## src/hdl/rgsrt_pkg.sv

```systemverilog
// constants and types of the remap status and root table register bank
package rgsrt_pkg;
	// apb address width used by the slave
	localparam int RGSRT_AW = 12;
	// register byte offsets
	localparam logic [11:0] RGSRT_OFS_CMD = 12'h030;
	localparam logic [11:0] RGSRT_OFS_STS = 12'h01c;
	localparam logic [11:0] RGSRT_OFS_RTA_LO = 12'h020;
	localparam logic [11:0] RGSRT_OFS_RTA_HI = 12'h024;
	// command and status bit positions (shared layout)
	localparam int RGSRT_BIT_TE = 31;
	localparam int RGSRT_BIT_RTP = 30;
	localparam int RGSRT_BIT_FLOG = 29;
	localparam int RGSRT_BIT_AFL = 28;
	localparam int RGSRT_BIT_WBF = 27;
	localparam int RGSRT_BIT_QI = 26;
	localparam int RGSRT_BIT_IR = 25;
	localparam int RGSRT_BIT_IRTP = 24;
	localparam int RGSRT_BIT_CFI = 23;
	// reserved low part of the status word
	localparam int RGSRT_STS_RSV_W = 23;
	// root table address register fields
	localparam int RGSRT_RTA_LSB = 12;
	localparam int RGSRT_TTM_LSB = 10;
	localparam int RGSRT_TTM_W = 2;
	localparam int RGSRT_RSV_LO_W = 10;
	localparam logic [1:0] RGSRT_TTM_LEGACY = 2'h0;
	localparam logic [1:0] RGSRT_TTM_SCALABLE = 2'h1;
	// handshake operations, index into the op arrays
	localparam int RGSRT_OP_N = 4;
	localparam int RGSRT_OP_ROOT = 0;
	localparam int RGSRT_OP_FLOG = 1;
	localparam int RGSRT_OP_IRTP = 2;
	localparam int RGSRT_OP_WBF = 3;
	localparam int RGSRT_OP_BIT [RGSRT_OP_N] = '{30, 29, 24, 27};
	// operation latency counter
	localparam int RGSRT_CNT_W = 8;
	localparam logic [7:0] RGSRT_OP_CYCLES = 8'h04;
	// status word fields, msb first
	typedef struct packed {
		logic translation_on_flag;
		logic root_pointer_set_flag;
		logic fault_log_pointer_flag;
		logic adv_fault_logging_on_flag;
		logic write_flush_pending_flag;
		logic queued_invalidation_on_flag;
		logic irq_remap_on_flag;
		logic irq_table_pointer_set_flag;
		logic compat_irq_pass_flag;
	} rgsrt_status_t;
	// apb request from the master
	typedef struct packed {
		logic psel;
		logic penable;
		logic pwrite;
		logic [11:0] paddr;
		logic [31:0] pwdata;
	} rgsrt_apb_req_t;
	// apb answer to the master
	typedef struct packed {
		logic [31:0] prdata;
		logic pready;
		logic pslverr;
	} rgsrt_apb_rsp_t;
	// state of one handshake operation
	typedef enum logic {
		RGSRT_IDLE = 1'b0,
		RGSRT_BUSY = 1'b1
	} rgsrt_op_state_t;
endpackage

```

## src/hdl/rgsrt_top.sv

```systemverilog
// remap global status and root table address registers behind apb
//
// Overview of operation
// - status bit 31 shows translation on
// - root pointer command clears status bit 30
// - bit 30 sets when root base adopted
// - fault log command clears, latch sets bit 29
// - bit 28 shows advanced fault logging enabled
// - flush command sets bit 27, completion clears
// - bit 26 shows queued invalidation enabled
// - bit 25 shows interrupt remapping enabled
// - irq table command clears status bit 24
// - bit 24 sets when irq table adopted
// - bit 23 shows compatibility interrupts passed
// - status at 01ch, resets zero, 22:0 zero
// - root table base in bits 63:12
// - base bits at and above width ignored
// - reads return last written address value
// - mode 00 legacy, 01 scalable, rest reserved
// - address register at 020h, resets zero
// - compatibility control update reflected in status
// - command bit 24 write-only, zero ignored
//
// Our own choice: the APB register port.
`timescale 1ns/1ps
`default_nettype none
module rgsrt_top #(
	parameter int HOST_ADDR_W = 48,
	parameter bit ADV_FAULT_LOG = 1'b1,
	parameter bit WB_FLUSH = 1'b1,
	parameter logic [7:0] OP_CYCLES = rgsrt_pkg::RGSRT_OP_CYCLES
) (
	input wire logic clock,
	input wire logic nrst,
	input wire rgsrt_pkg::rgsrt_apb_req_t apb_req,
	output var rgsrt_pkg::rgsrt_apb_rsp_t apb_rsp,
	input wire logic [63:12] fault_log_ptr,
	input wire logic [63:12] irq_table_base,
	output var rgsrt_pkg::rgsrt_status_t status,
	output var logic [63:12] active_root_base,
	output var logic [1:0] active_ttm,
	output var logic active_ttm_legacy,
	output var logic active_ttm_scalable,
	output var logic [63:12] active_fault_log_ptr,
	output var logic [63:12] active_irq_table_base
);
	import rgsrt_pkg::*;

	// register map, byte offsets on the apb side:
	//   01ch status, read only, writes refused with an error
	//   020h root table address, low word with the mode field
	//   024h root table address, high word
	//   030h command, write only, reads give zero
	// any other offset answers with an error and no effect

	// implemented base bits; shifting past 63 yields all ones
	// bits at and above the host width are neither stored nor
	// shown, so software reading back sees what hardware uses
	localparam logic [63:0] HAW_MASK =
		(64'h1 << HOST_ADDR_W) - 64'h1;

	// true when the apb address selects the given offset
	// full compare: a misaligned offset never aliases a register
	function automatic logic hit(
		input logic [RGSRT_AW-1:0] addr,
		input logic [RGSRT_AW-1:0] ofs
	);
		hit = (addr == ofs);
	endfunction

	// true for the reserved mode encodings
	// those select no table format at all
	function automatic logic ttm_reserved(
		input logic [1:0] mode
	);
		ttm_reserved = (mode != RGSRT_TTM_LEGACY) &&
			(mode != RGSRT_TTM_SCALABLE);
	endfunction

	// software visible root table address state
	logic [63:12] rta_base; // stored base, masked
	logic [1:0] rta_ttm; // stored mode field
	logic [63:12] next_rta_base;
	logic [1:0] next_rta_ttm;

	// bus answer next values; the answer is a register so that
	// the read mux never sits on the bus return path
	rgsrt_apb_rsp_t next_rsp;

	// transfer phases
	logic access_first; // first access cycle
	logic fire; // edge that completes a transfer
	logic wr_fire; // completing write
	logic cmd_wr; // completing command write
	logic [31:0] wdata; // write data shorthand
	logic [RGSRT_AW-1:0] addr; // address shorthand

	// op handshake state, one slot per operation; the slot
	// order follows the op index constants of the package
	rgsrt_op_state_t op_state [RGSRT_OP_N];
	rgsrt_op_state_t next_op_state [RGSRT_OP_N];
	logic [RGSRT_CNT_W-1:0] op_cnt [RGSRT_OP_N];
	logic [RGSRT_CNT_W-1:0] next_op_cnt [RGSRT_OP_N];
	logic [RGSRT_OP_N-1:0] op_start; // command accepted
	logic [RGSRT_OP_N-1:0] op_done; // one-cycle completion

	// status and active copies next values
	rgsrt_status_t next_status;
	logic [63:12] next_active_root_base;
	logic [1:0] next_active_ttm;
	logic next_active_ttm_legacy;
	logic next_active_ttm_scalable;
	logic [63:12] next_active_fault_log_ptr;
	logic [63:12] next_active_irq_table_base;

	// apb phase decode; pready comes from a flop, one wait state
	// the slave ignores the setup cycle and picks its answer in
	// the first access cycle; the cost is a fixed wait state,
	// the gain is that prdata and pready leave flops
	always_comb begin
		addr = apb_req.paddr;
		wdata = apb_req.pwdata;
		access_first = apb_req.psel && apb_req.penable &&
			!apb_rsp.pready;
		fire = apb_req.psel && apb_req.penable &&
			apb_rsp.pready;
		wr_fire = fire && apb_req.pwrite;
		cmd_wr = wr_fire && hit(addr, RGSRT_OFS_CMD);
	end

	// bus answer: read data and error chosen in first access cycle
	// prdata is kept between transfers; only pready and the
	// error are strobes
	always_comb begin
		next_rsp = apb_rsp;
		next_rsp.pready = access_first;
		if (access_first) begin
			next_rsp.prdata = 32'h0000_0000;
			next_rsp.pslverr = 1'b0;
			if (hit(addr, RGSRT_OFS_STS)) begin
				// status is read only, a write is refused
				next_rsp.prdata = {status,
					{RGSRT_STS_RSV_W{1'b0}}};
				next_rsp.pslverr = apb_req.pwrite;
			end else if (hit(addr, RGSRT_OFS_RTA_LO)) begin
				// last written value, active or not
				next_rsp.prdata = {rta_base[31:12],
					rta_ttm,
					{RGSRT_RSV_LO_W{1'b0}}};
			end else if (hit(addr, RGSRT_OFS_RTA_HI)) begin
				next_rsp.prdata = rta_base[63:32];
			end else if (hit(addr, RGSRT_OFS_CMD)) begin
				// write only; reads give zero
				next_rsp.prdata = 32'h0000_0000;
			end else begin
				// unmapped offset
				next_rsp.pslverr = 1'b1;
			end
		end else begin
			// the error stands only beside pready, so it drops
			// at the edge that ends the transfer
			next_rsp.pslverr = 1'b0;
		end
	end

	// bus answer registers
	// all answer fields reset low, so no false ready after reset
	always_ff @(posedge clock) begin
		if (!nrst) begin
			apb_rsp <= '0;
		end else begin
			apb_rsp <= next_rsp;
		end
	end

	// root table address register writes take effect on the fire edge
	// the halves are written one at a time; a new base is only
	// used once the root pointer command completes
	always_comb begin
		next_rta_base = rta_base;
		next_rta_ttm = rta_ttm;
		if (wr_fire && hit(addr, RGSRT_OFS_RTA_LO)) begin
			// unimplemented high bits never stored
			next_rta_base[31:12] = wdata[31:12] &
				HAW_MASK[31:12];
			next_rta_ttm = wdata[RGSRT_TTM_LSB +: RGSRT_TTM_W];
		end else if (wr_fire && hit(addr, RGSRT_OFS_RTA_HI)) begin
			next_rta_base[63:32] = wdata &
				HAW_MASK[63:32];
		end
	end

	// root table address registers, reset to zero
	// mode resets to the legacy encoding, which is all zero
	always_ff @(posedge clock) begin
		if (!nrst) begin
			rta_base <= '0;
			rta_ttm <= RGSRT_TTM_LEGACY;
		end else begin
			rta_base <= next_rta_base;
			rta_ttm <= next_rta_ttm;
		end
	end

	// one handshake engine per pointer or flush operation
	// each engine idles until its command bit, stays busy for the
	// programmed latency, then gives a one-cycle completion strobe;
	// the latency stands in for the fetch of the new structure
	genvar g;
	generate
		for (g = 0; g < RGSRT_OP_N; g++) begin : g_op
			// flush only exists when the platform needs it
			localparam bit PRESENT =
				(g != RGSRT_OP_WBF) || WB_FLUSH;

			// a one in the command bit starts; zero does nothing
			always_comb begin
				op_start[g] = PRESENT && cmd_wr &&
					wdata[RGSRT_OP_BIT[g]];
				op_done[g] = (op_state[g] == RGSRT_BUSY) &&
					(op_cnt[g] == '0) && !op_start[g];
			end

			// count down the latency of the operation
			always_comb begin
				next_op_state[g] = op_state[g];
				next_op_cnt[g] = op_cnt[g];
				case (op_state[g])
					RGSRT_IDLE: begin
						// waiting for a command
						if (op_start[g]) begin
							next_op_state[g] = RGSRT_BUSY;
							next_op_cnt[g] = OP_CYCLES - 8'h01;
						end
					end
					RGSRT_BUSY: begin
						// counting toward completion
						if (op_start[g]) begin
							// a repeat command restarts it
							next_op_cnt[g] = OP_CYCLES - 8'h01;
						end else if (op_cnt[g] == '0) begin
							next_op_state[g] = RGSRT_IDLE;
						end else begin
							next_op_cnt[g] = op_cnt[g] - 8'h01;
						end
					end
					default: begin
						// unreachable; park the engine
						next_op_state[g] = RGSRT_IDLE;
						next_op_cnt[g] = '0;
					end
				endcase
			end

			// handshake registers
			// engines reset idle, so no completion follows reset
			always_ff @(posedge clock) begin
				if (!nrst) begin
					op_state[g] <= RGSRT_IDLE;
					op_cnt[g] <= '0;
				end else begin
					op_state[g] <= next_op_state[g];
					op_cnt[g] <= next_op_cnt[g];
				end
			end
		end
	endgenerate

	// status flags: enables follow the command write at once,
	// with no handshake, since the enables need no table fetch;
	// pointer flags drop on the command and rise on completion
	always_comb begin
		next_status = status;
		if (cmd_wr) begin
			next_status.translation_on_flag = wdata[RGSRT_BIT_TE];
			// stays zero where advanced logging is left out
			next_status.adv_fault_logging_on_flag = ADV_FAULT_LOG &&
				wdata[RGSRT_BIT_AFL];
			next_status.queued_invalidation_on_flag = wdata[RGSRT_BIT_QI];
			next_status.irq_remap_on_flag = wdata[RGSRT_BIT_IR];
			// only meaningful while remapping on and
			// extended interrupt mode off
			next_status.compat_irq_pass_flag = wdata[RGSRT_BIT_CFI];
		end
		// a new command outranks a completion in the same cycle,
		// since the completion belongs to the older request
		if (op_start[RGSRT_OP_ROOT]) begin
			next_status.root_pointer_set_flag = 1'b0;
		end else if (op_done[RGSRT_OP_ROOT]) begin
			next_status.root_pointer_set_flag = 1'b1;
		end
		if (op_start[RGSRT_OP_FLOG]) begin
			next_status.fault_log_pointer_flag = 1'b0;
		end else if (op_done[RGSRT_OP_FLOG]) begin
			next_status.fault_log_pointer_flag = 1'b1;
		end
		if (op_start[RGSRT_OP_IRTP]) begin
			next_status.irq_table_pointer_set_flag = 1'b0;
		end else if (op_done[RGSRT_OP_IRTP]) begin
			next_status.irq_table_pointer_set_flag = 1'b1;
		end
		// flush runs the other way round: busy while high
		if (op_start[RGSRT_OP_WBF]) begin
			next_status.write_flush_pending_flag = 1'b1;
		end else if (op_done[RGSRT_OP_WBF]) begin
			next_status.write_flush_pending_flag = 1'b0;
		end
	end

	// status register, every field resets to zero
	// reserved low bits are not stored; the read mux adds them
	always_ff @(posedge clock) begin
		if (!nrst) begin
			status <= '0;
		end else begin
			status <= next_status;
		end
	end

	// active copies change only at completion, so a plain register
	// write never moves the pointer translation uses
	// the fault log pointer is copied as given: its source
	// register already holds only implemented bits
	always_comb begin
		next_active_root_base = active_root_base;
		next_active_ttm = active_ttm;
		next_active_ttm_legacy = active_ttm_legacy;
		next_active_ttm_scalable = active_ttm_scalable;
		next_active_fault_log_ptr = active_fault_log_ptr;
		next_active_irq_table_base = active_irq_table_base;
		if (op_done[RGSRT_OP_ROOT]) begin
			next_active_root_base = rta_base;
			next_active_ttm = rta_ttm;
			// reserved encodings select neither table format
			next_active_ttm_legacy =
				(rta_ttm == RGSRT_TTM_LEGACY);
			next_active_ttm_scalable =
				(rta_ttm == RGSRT_TTM_SCALABLE) &&
				!ttm_reserved(rta_ttm);
		end
		if (op_done[RGSRT_OP_FLOG]) begin
			next_active_fault_log_ptr = fault_log_ptr;
		end
		if (op_done[RGSRT_OP_IRTP]) begin
			next_active_irq_table_base =
				irq_table_base & HAW_MASK[63:12];
		end
	end

	// active copy registers; mode resets to legacy
	// the legacy flag is the only output that resets high
	always_ff @(posedge clock) begin
		if (!nrst) begin
			active_root_base <= '0;
			active_ttm <= RGSRT_TTM_LEGACY;
			active_ttm_legacy <= 1'b1;
			active_ttm_scalable <= 1'b0;
			active_fault_log_ptr <= '0;
			active_irq_table_base <= '0;
		end else begin
			active_root_base <= next_active_root_base;
			active_ttm <= next_active_ttm;
			active_ttm_legacy <= next_active_ttm_legacy;
			active_ttm_scalable <= next_active_ttm_scalable;
			active_fault_log_ptr <= next_active_fault_log_ptr;
			active_irq_table_base <= next_active_irq_table_base;
		end
	end

endmodule
`default_nettype wire

```

## config.mk

```make
export PLATFORM = sky130hd
export DESIGN_NAME = rgsrt_top
export DESIGN_NICKNAME = d
export VERILOG_FILES = /design/src/hdl/rgsrt_pkg.sv /design/src/hdl/rgsrt_top.sv
export SDC_FILE = /design/constraint.sdc
export NUM_CORES = 1
export LEC_CHECK = 0
export ABC_AREA = 0
export ABC_CLOCK_PERIOD_IN_PS = 2700
export BUFFER_PORTS_ARGS = -buffer_cell sky130_fd_sc_hd__buf_4
export CORE_ASPECT_RATIO = 1.2
export CORE_MARGIN = 5
export CORE_UTILIZATION = 42
export DETAILED_ROUTE_END_ITERATION = 12
export GPL_TIMING_DRIVEN = 0
export PLACE_DENSITY = 0.66
export SYNTH_ARGS = -nofsm -noshare
export SYNTH_HDL_FRONTEND = slang
export SYNTH_SLANG_ARGS = --single-unit
```

## constraint.sdc

```tcl
create_clock -name clock -period 2.7 [get_ports clock]
set_input_delay 0.54 -clock clock [delete_from_list [all_inputs] [get_ports clock]]
set_output_delay 0.54 -clock clock [all_outputs]
set_load 0.05 [all_outputs]
```

Word level (Yosys, flattened, before mapping)
Memories as Yosys holds them, arrays and structs flattened.
Index checks and enable logic that the tools add are counted.
- $add $sub $neg: 4
- $mul: 0
- divide/modulo/power cells: 0
- order comparisons: 0
- equality and inequality tests: 6
- shift operators: 0
- mux-type cells: 51
- bitwise operators: 14
- reduce and logical (&&, ||, !) cells: 39
- operator list (cell ; count):
    2-to-1 mux 8 bit ; 16
    2-to-1 mux 32 bit ; 2
    case mux 8 bit (2 select lines) ; 4
    == test 12 x 6 -> 1 bit, second input constant ; 3
    zero test 8 bit ; 4
    subtractor 8 x 1 -> 8 bit, second input constant ; 4
    2-to-1 mux 1 bit ; 24
    logical AND 1 bit ; 21
    2-to-1 mux 16 bit ; 1
    == test 12 x 5 -> 1 bit, second input constant ; 1
    OR 1 bit ; 8
    case mux 1 bit (2 select lines) ; 4
    zero test 1 bit ; 6
    inverter 1 bit ; 6
    OR reduction 2 bit ; 3
    AND reduction 2 bit ; 2
    nonzero test 2 bit ; 2
    == test 2 x 1 -> 1 bit, second input constant ; 1
    zero test 2 bit ; 1
    inequality test 2 x 1 -> 1 bit, second input constant ; 1
- register bits: 209
- latch bits: 0
- bits in writable memories: 36
- bits in read-only memories: 0
- bits of input ports: 153
- memories: 2
- memories (memory ; depth ; bits a word ; rd ports ; clocked after Yosys merged registers in ; wr ports ; RTL line ; text):
    op_cnt ; 4 ; 8 ; 4 ; 0 ; 4 ; rgsrt_top.sv:102 ; logic [RGSRT_CNT_W-1:0] op_cnt [RGSRT_OP_N];
    op_state ; 4 ; 1 ; 4 ; 0 ; 4 ; rgsrt_top.sv:100 ; rgsrt_op_state_t op_state [RGSRT_OP_N];

Longest topological paths before layout
Gate-level depths: netlist of run 1.
- depth after elaboration: 9
- mapped depth: 8

Worst setup path after synthesis of run 1
Ideal clock, no wire load.
- path type: input-to-reg
- start: in apb_req[41] (netlist name)
- end: reg rta_base[38] (netlist name)
- arrival: 2110 ps
- data required time: 2584 ps
- setup slack: 473 ps
- cell stages on the path: 7
- buffers on the path: 3
- cell sequence: or4_1 buf_4 or4_4 buf_6 buf_6 nand2_1 a21boi_1
- cells in the longest elaborated chain, start to end: 4
- elaborated cells between the ends (all ways): 6
- those cells by class: eq/ne: 2; bitwise: 1; reduce/logical: 3
- RTL lines (what ; RTL line ; text):
    start, declared ; rgsrt_top.sv:35 ; input wire rgsrt_pkg::rgsrt_apb_req_t apb_req,
    == test 12 x 6 -> 1 bit ; rgsrt_top.sv:68 ; hit = (addr == ofs);
    logical AND 1 bit ; rgsrt_top.sv:182 ; if (wr_fire && hit(addr, RGSRT_OFS_RTA_LO)) begin
    inverter 1 bit (no line) ; n/a ;
    AND reduction 2 bit (no line) (*) ; n/a ;
    end signal, assigned ; rgsrt_top.sv:200 ; rta_base <= next_rta_base;
    end, declared ; rgsrt_top.sv:81 ; logic [63:12] rta_base;
Mark *: on every way between the ends. The rest lies on a longest branch, timed or not.
A chain may end at the register's enable or synchronous reset.

==> results of run 1 <==
## through the flow
step / setup WS (ns) / cells / TNS (ns) / total power [mW] / hold slack, ns
6_report: 0.136 / 2351 / 0 / 8.42 / 0.239
3_3_place_gp: -0.781 / 2299 / -81.52 / 4.40 / 0.431
5_1_grt: 0.00137 / 2351 / 0 / 8.68 / 0.227
3_5_place_dp: -0.788 / 2299 / -86.26 / 4.40 / 0.438
2_1_floorplan: 0.473 / 1594 / 0 / 4.08 / 0.457
4_1_cts: 0.132 / 2350 / 0 / 8.47 / 0.223
## cell families after synthesis
kind of cell	share of synthesized area, %
AO/OA/AOI/OAI	29.2
buffers and inverters	8.44
other	0.0282
XOR/XNOR	1.25
adder cells (fa/ha/maj)	0.752
flip-flops	36.9
AND/OR/NAND/NOR	22.9
multiplexers	0.480
## power groups by stage
stage	sequential, mW	combinational, mW	clock [mW]
floorplan	3.70	0.382	0
global placement	3.70	0.703	0
detailed placement	3.70	0.708	0
CTS	3.62	0.708	4.14
global route	3.61	0.762	4.30
finish	3.62	0.722	4.09
## final cells by class
| type | instances | area, um2 |
|---|---|---|
| multi-input combinational | 1098 | 7390 |
| clock inverter | 14 | 153 |
| clock buffer | 38 | 840 |
| inverter | 16 | 60.1 |
| timing repair buffer | 304 | 2280 |
| tap | 401 | 502 |
| sequential | 245 | 4900 |
| buffer | 234 | 1060 |
| antenna | 1 | 2.50 |
| fill | 2959 | 14200 |
## worst reg2reg max path, stage by stage, from the launching register on
cell and delay [ns]:
dfxtp_1 0.37, and4_1 0.22, and4_1 0.24, buf_2 0.40
buf_2 0.39, buf_2 0.35, o221ai_1 0.20, a41o_1 0.24
## per-layer routing
metal / global-route usage, % / up-vias / part of all wire (%)
li1: - / 6869 / -
met1: 35.0 / 7078 / 39
met2: 44.9 / 777 / 47
met3: 6.64 / 121 / 10
met4: 10.2 / 0 / 3.7
met5: 0 / - / 0
## cells in the final DEF, fill, tap and decap left out, types with 15 or more instances in the layout
master / instances
buf_4: 337
dfxtp_1: 245
nand2_1: 160
clkbuf_1: 155
nand4_1: 130
nand3_1: 95
o211ai_1: 94
o221ai_1: 89
a41o_1: 89
a21boi_1: 64
nor3_1: 40
nand3b_1: 38
a31oi_1: 37
nor2_1: 32
conb_1: 32
clkbuf_16: 29
buf_2: 27
o311ai_1: 20
a22o_1: 17
o311ai_0: 16
inv_1: 15
buf_1: 15
a22oi_1: 15
## sequential cells by signal, summed over array words and instances, names as in the netlist
name,cells
active_ttm,2
active_ttm_scalable,1
op_cnt,32
active_fault_log_ptr,52
active_irq_table_base,36
status,9
op_state,4
active_root_base,36
rta_base,36
active_ttm_legacy,1
apb_rsp,34
rta_ttm,2
## worst paths after layout
check	start	end	slack [ns]	cells past startpoint
min reg2reg	apb_rsp[14]$_SDFFE_PN0P_	apb_rsp[14]$_SDFFE_PN0P_	0.45	2
max reg2reg	apb_rsp[1]$_SDFF_PN0_	active_root_base[39]$_SDFFE_PN0P_	0.17	7
min	apb_req[21]	rta_base[21]$_SDFFE_PN0P_	0.24	3
max	nrst	active_irq_table_base[24]$_SDFFE_PN0P_	0.14	7
## timing repair
item / in CTS / in global routing
hold buffers: 0 / 0
resized for setup: 1 / 2
cloned: 0 / 0
endpoints found under the setup margin: 81 / 1
==> impl_metrics.env, run 1 <==
export IMPL_ant_nets=0
export IMPL_synth_area_top_cells="dfxtp_1 (37%), a41o_1 (6.7%), nand4_1 (6.1%), o221ai_1 (5.9%), o211ai_1 (5.3%)"
export IMPL_place_gp_congestion=0.923
export IMPL_synthTopCellsByCount="dfxtp_1 (245), nand2_1 (160), clkbuf_1 (157)"
export IMPL_path_clk_slew_ns=0.06
export IMPL_die_area_um2=35400
export IMPL_core_um2=31400
export IMPL_cts_sinks=245
export IMPL_ys_ff_latch=245
export IMPL_status="finished clean"
export IMPL_finalWirelength_um=51600
export IMPL_htreeDepth=1
export IMPL_wl_per_cell_um=22.0
export IMPL_numCtsBuffers=28
export IMPL_yosysMostFrequentCell="dfxtp_1"
export IMPL_crit_type="primary input to flop"
export IMPL_synth_top_cell_by_area="dfxtp_1"
export IMPL_drc=0
export IMPL_yosys_area_top_type_share_pct=36.9
export IMPL_yosysSeqAreaShare_pct=36.9
export IMPL_clk_path_buf_depth=3
export IMPL_cts_tree="done"
export IMPL_grt_usage_pct=27.5
export IMPL_antenna_found_initial=1
export IMPL_drt_iter0_drc=1252
export IMPL_grt_max_degree=20
export IMPL_initial_core_util_pct=42.4
export IMPL_critPathMaxFanout=19
export IMPL_die_x_um=172
export IMPL_synth_warnings=0
export IMPL_overflow=0
export IMPL_slew_headroom_pct=34.1
export IMPL_ys_types=61
export IMPL_fin_crit_ns=2.56
export IMPL_nets=2088
export IMPL_cp_data_required_time_ns=3.15
export IMPL_p_comb_share_pct=8.6
export IMPL_crit_chain="buf_4, clkbuf_1, clkbuf_2, clkbuf_1, clkbuf_1, nand4_1, o311ai_1"
export IMPL_dr_total_vias=14800
export IMPL_p_int_mw=6.31
export IMPL_drive_gt1_share_pct=22.6
export IMPL_power_per_cell_area_nw_per_um2=490
export IMPL_synth_edf_count=0
export IMPL_cp_num_buf_inv=5
export IMPL_slowest_stage="clkbuf_2"
export IMPL_pwr_share_clk_pct=48.5
export IMPL_rows=71
export IMPL_endpoint_kind="flop"
export IMPL_power_switching_mw=2.11
export IMPL_final_area_um2=17200
export IMPL_post_cts_buffers=0
export IMPL_worstHoldPathType="primary input to flop"
export IMPL_finClkSkew_ns=0.00817
export IMPL_p_seq_share_pct=42.9
export IMPL_syn_area_um2=13300
export IMPL_max_stage_delay_ns=0.64
export IMPL_cts_root_buffer="clkbuf_16"
export IMPL_place_hpwl_um=37600
export IMPL_min_period_over_period_pct=95.0
export IMPL_power_leakage_nw=7.03
export IMPL_rsz0062_at_grt="no"
export IMPL_worst_pin_slew_ns=0.988
export IMPL_vias_per_cell=6.31
export IMPL_drv_slew=0
export IMPL_grt_pass1_vias=14200
export IMPL_setup_viol=0
export IMPL_place_area_um2=16200
export IMPL_syn_area_per_cell_um2=8.51
export IMPL_critPathTopFamily="buffers and inverters"
export IMPL_syn_inst=1563
export IMPL_firstDrtPassIters=7
export IMPL_cp_arrival_ns=3.01
export IMPL_swShare_pct=25.0
export IMPL_final_util_pct=54.8
export IMPL_pin_count=356
export IMPL_clock_latency_ns=0.55
export IMPL_area_delta_synth_final_pct=29.3
export IMPL_crit_top_cell="clkbuf_1"
export IMPL_cp_start_kind="primary input"
export IMPL_grt_pass1_wl_um=78700
export IMPL_die_y_um=205
export IMPL_ir_drop_uv=395
export IMPL_final_hold_viol_count=0
export IMPL_ys_flop_type="dfxtp_1"
export IMPL_synthArstFlopShare_pct=0
export IMPL_io_buffers=304
export IMPL_maxCapViolCount=0
export IMPL_fmax_ghz=0.390
No activity file was read; power rests on OpenSTA's default activity.
==> run 2, diff against run 1 <==
==> constraint.sdc (replaced) <==
create_clock -name clock -period 2.7 [get_ports clock]
set_input_delay 0 -clock clock [delete_from_list [all_inputs] [get_ports clock]]
set_output_delay 0 -clock clock [all_outputs]
set_load 0.05 [all_outputs]
==> impl_metrics.env, run 2 (synthesis gave the netlist of run 1 again) <==
export IMPL_io_buffers=304
export IMPL_final_cell_mix="buf_4 (337), dfxtp_1 (245), nand2_1 (160)"
export IMPL_setup_viol=0
export IMPL_finalWirelength_um=53000
export IMPL_grt_pass1_vias=14700
export IMPL_fillers=2797
export IMPL_pin_count=356
export IMPL_worstHoldPathType="primary input to flop"
export IMPL_cts_tree="done"
export IMPL_ant_nets=0
export IMPL_die_area_um2=35400
export IMPL_whs_ns=0.0728
export IMPL_largest_reg_flops=52
export IMPL_final_util_pct=58.8
export IMPL_grt_max_degree=14
export IMPL_drive_gt1_share_pct=21.2
export IMPL_finalPower_mw=8.57
export IMPL_r2r_start="apb_rsp[1]$_SDFF_PN0_"
export IMPL_drv_slew=0
export IMPL_fin_crit_ns=2.52
export IMPL_drt_iter0_drc=1376
export IMPL_drc=0
export IMPL_power_leakage_nw=7.54
export IMPL_ir_drop_uv=402
export IMPL_endpoint_kind="flop"
export IMPL_cp_arrival_ns=2.96
export IMPL_cts_sinks=245
export IMPL_initial_core_util_pct=42.4
export IMPL_fin_tns_setup_ns=0
export IMPL_top_register="active_fault_log_ptr"
export IMPL_wl_per_cell_um=21.4
export IMPL_final_hold_viol_count=0
export IMPL_area_delta_synth_final_pct=38.6
export IMPL_cp_startpoint="apb_rsp[1]$_SDFF_PN0_"
export IMPL_worst_pin_slew_ns=1.01
export IMPL_die_x_um=172
export IMPL_place_inst=2299
export IMPL_rows=71
export IMPL_layout_commonest_cell="buf_4"
export IMPL_instances_no_fill=2475
export IMPL_cp_start_kind="flop"
export IMPL_min_period_over_period_pct=93.2
export IMPL_antenna_found_initial=0
export IMPL_clk_path_buf_depth=3
export IMPL_antennaDiodeCount=0
export IMPL_place_hpwl_um=37600
export IMPL_overflow=0
export IMPL_critPathMaxFanout=10
export IMPL_firstDrtPassIters=5
export IMPL_maxCapViolCount=0
export IMPL_place_gp_congestion=0.923
export IMPL_reg2reg_slack_ns=0.18
export IMPL_numCtsBuffers=28
export IMPL_power_per_cell_area_nw_per_um2=465
export IMPL_status="finished clean"
export IMPL_dr_total_vias=15300
export IMPL_post_cts_buffers=0
export IMPL_htreeDepth=1
export IMPL_cts_root_buffer="clkbuf_16"
export IMPL_hold_start="apb_req[32]"
export IMPL_vias_per_cell=6.17
export IMPL_rsz0062_at_grt="no"
export IMPL_crit_type="flop to flop"
export IMPL_fmax_ghz=0.397
export IMPL_die_y_um=205
export IMPL_cp_data_required_time_ns=3.14
export IMPL_core_um2=31400
export IMPL_finClkSkew_ns=0.00610
export IMPL_nets=2213
export IMPL_grt_pass1_wl_um=81300
export IMPL_clock_latency_ns=0.55
export IMPL_path_clk_slew_ns=0.06
export IMPL_slew_headroom_pct=32.9
export IMPL_grt_usage_pct=28.4
[run 2: stage by stage]
stage          instance area, um2  worst slack (ns)
5_1_grt                     18400             0.122
3_3_place_gp                16200            -0.241
3_5_place_dp                16200            -0.248
4_1_cts                     18400             0.191
6_report                    18400             0.184
2_1_floorplan               13400             0.622
[run 2: repair_timing]
item,CTS,global route
hold endpoints to repair,138,0
hold buffers,124,0
gates resized for setup,0,2
endpoints found under the setup margin,0,1
[run 2: critical path, cell delays in order (launching register included)]
cell	delay, ns
dfxtp_1	0.38
and4_1	0.22
and4_1	0.24
buf_2	0.40
buf_2	0.39
buf_2	0.35
o221ai_1	0.18
a41o_1	0.24
[run 2: report_power, final]
group | total, mW | internal (mW) | switching (mW)
clock network | 4.09 | 2.46 | 1.63
registers | 3.62 | 3.61 | 0.000758
logic | 0.872 | 0.358 | 0.514
[run 2: per-layer routing]
metal  vias up  track usage [%]  share of wire (%)
met2       790             46.6                 47
met5         -                0                  0
li1       7105                -                  -
met4         0             11.0                4.1
met3       139             6.39                9.5
met1      7246             36.0                 39
[run 2: final cells by class]
class | count | area [um2] | area share, %
Multi-Input combinational cell | 1098 | 7390 | 40.1
Sequential cell | 245 | 4900 | 26.6
Timing Repair Buffer | 428 | 3520 | 19.1
Buffer | 235 | 1060 | 5.77
Clock buffer | 38 | 840 | 4.55
Tap cell | 401 | 502 | 2.72
Clock inverter | 14 | 153 | 0.828
Inverter | 16 | 60.1 | 0.326
[run 2: final timing paths]
| check | to | cells past startpoint |
|---|---|---|
| setup / recovery | active_root_base[39]$_SDFFE_PN0P_ | 7 |
| setup reg to reg | active_root_base[39]$_SDFFE_PN0P_ | 7 |
| hold reg to reg | apb_rsp[14]$_SDFFE_PN0P_ | 2 |
| hold / removal | rta_base[37]$_SDFFE_PN0P_ | 6 |
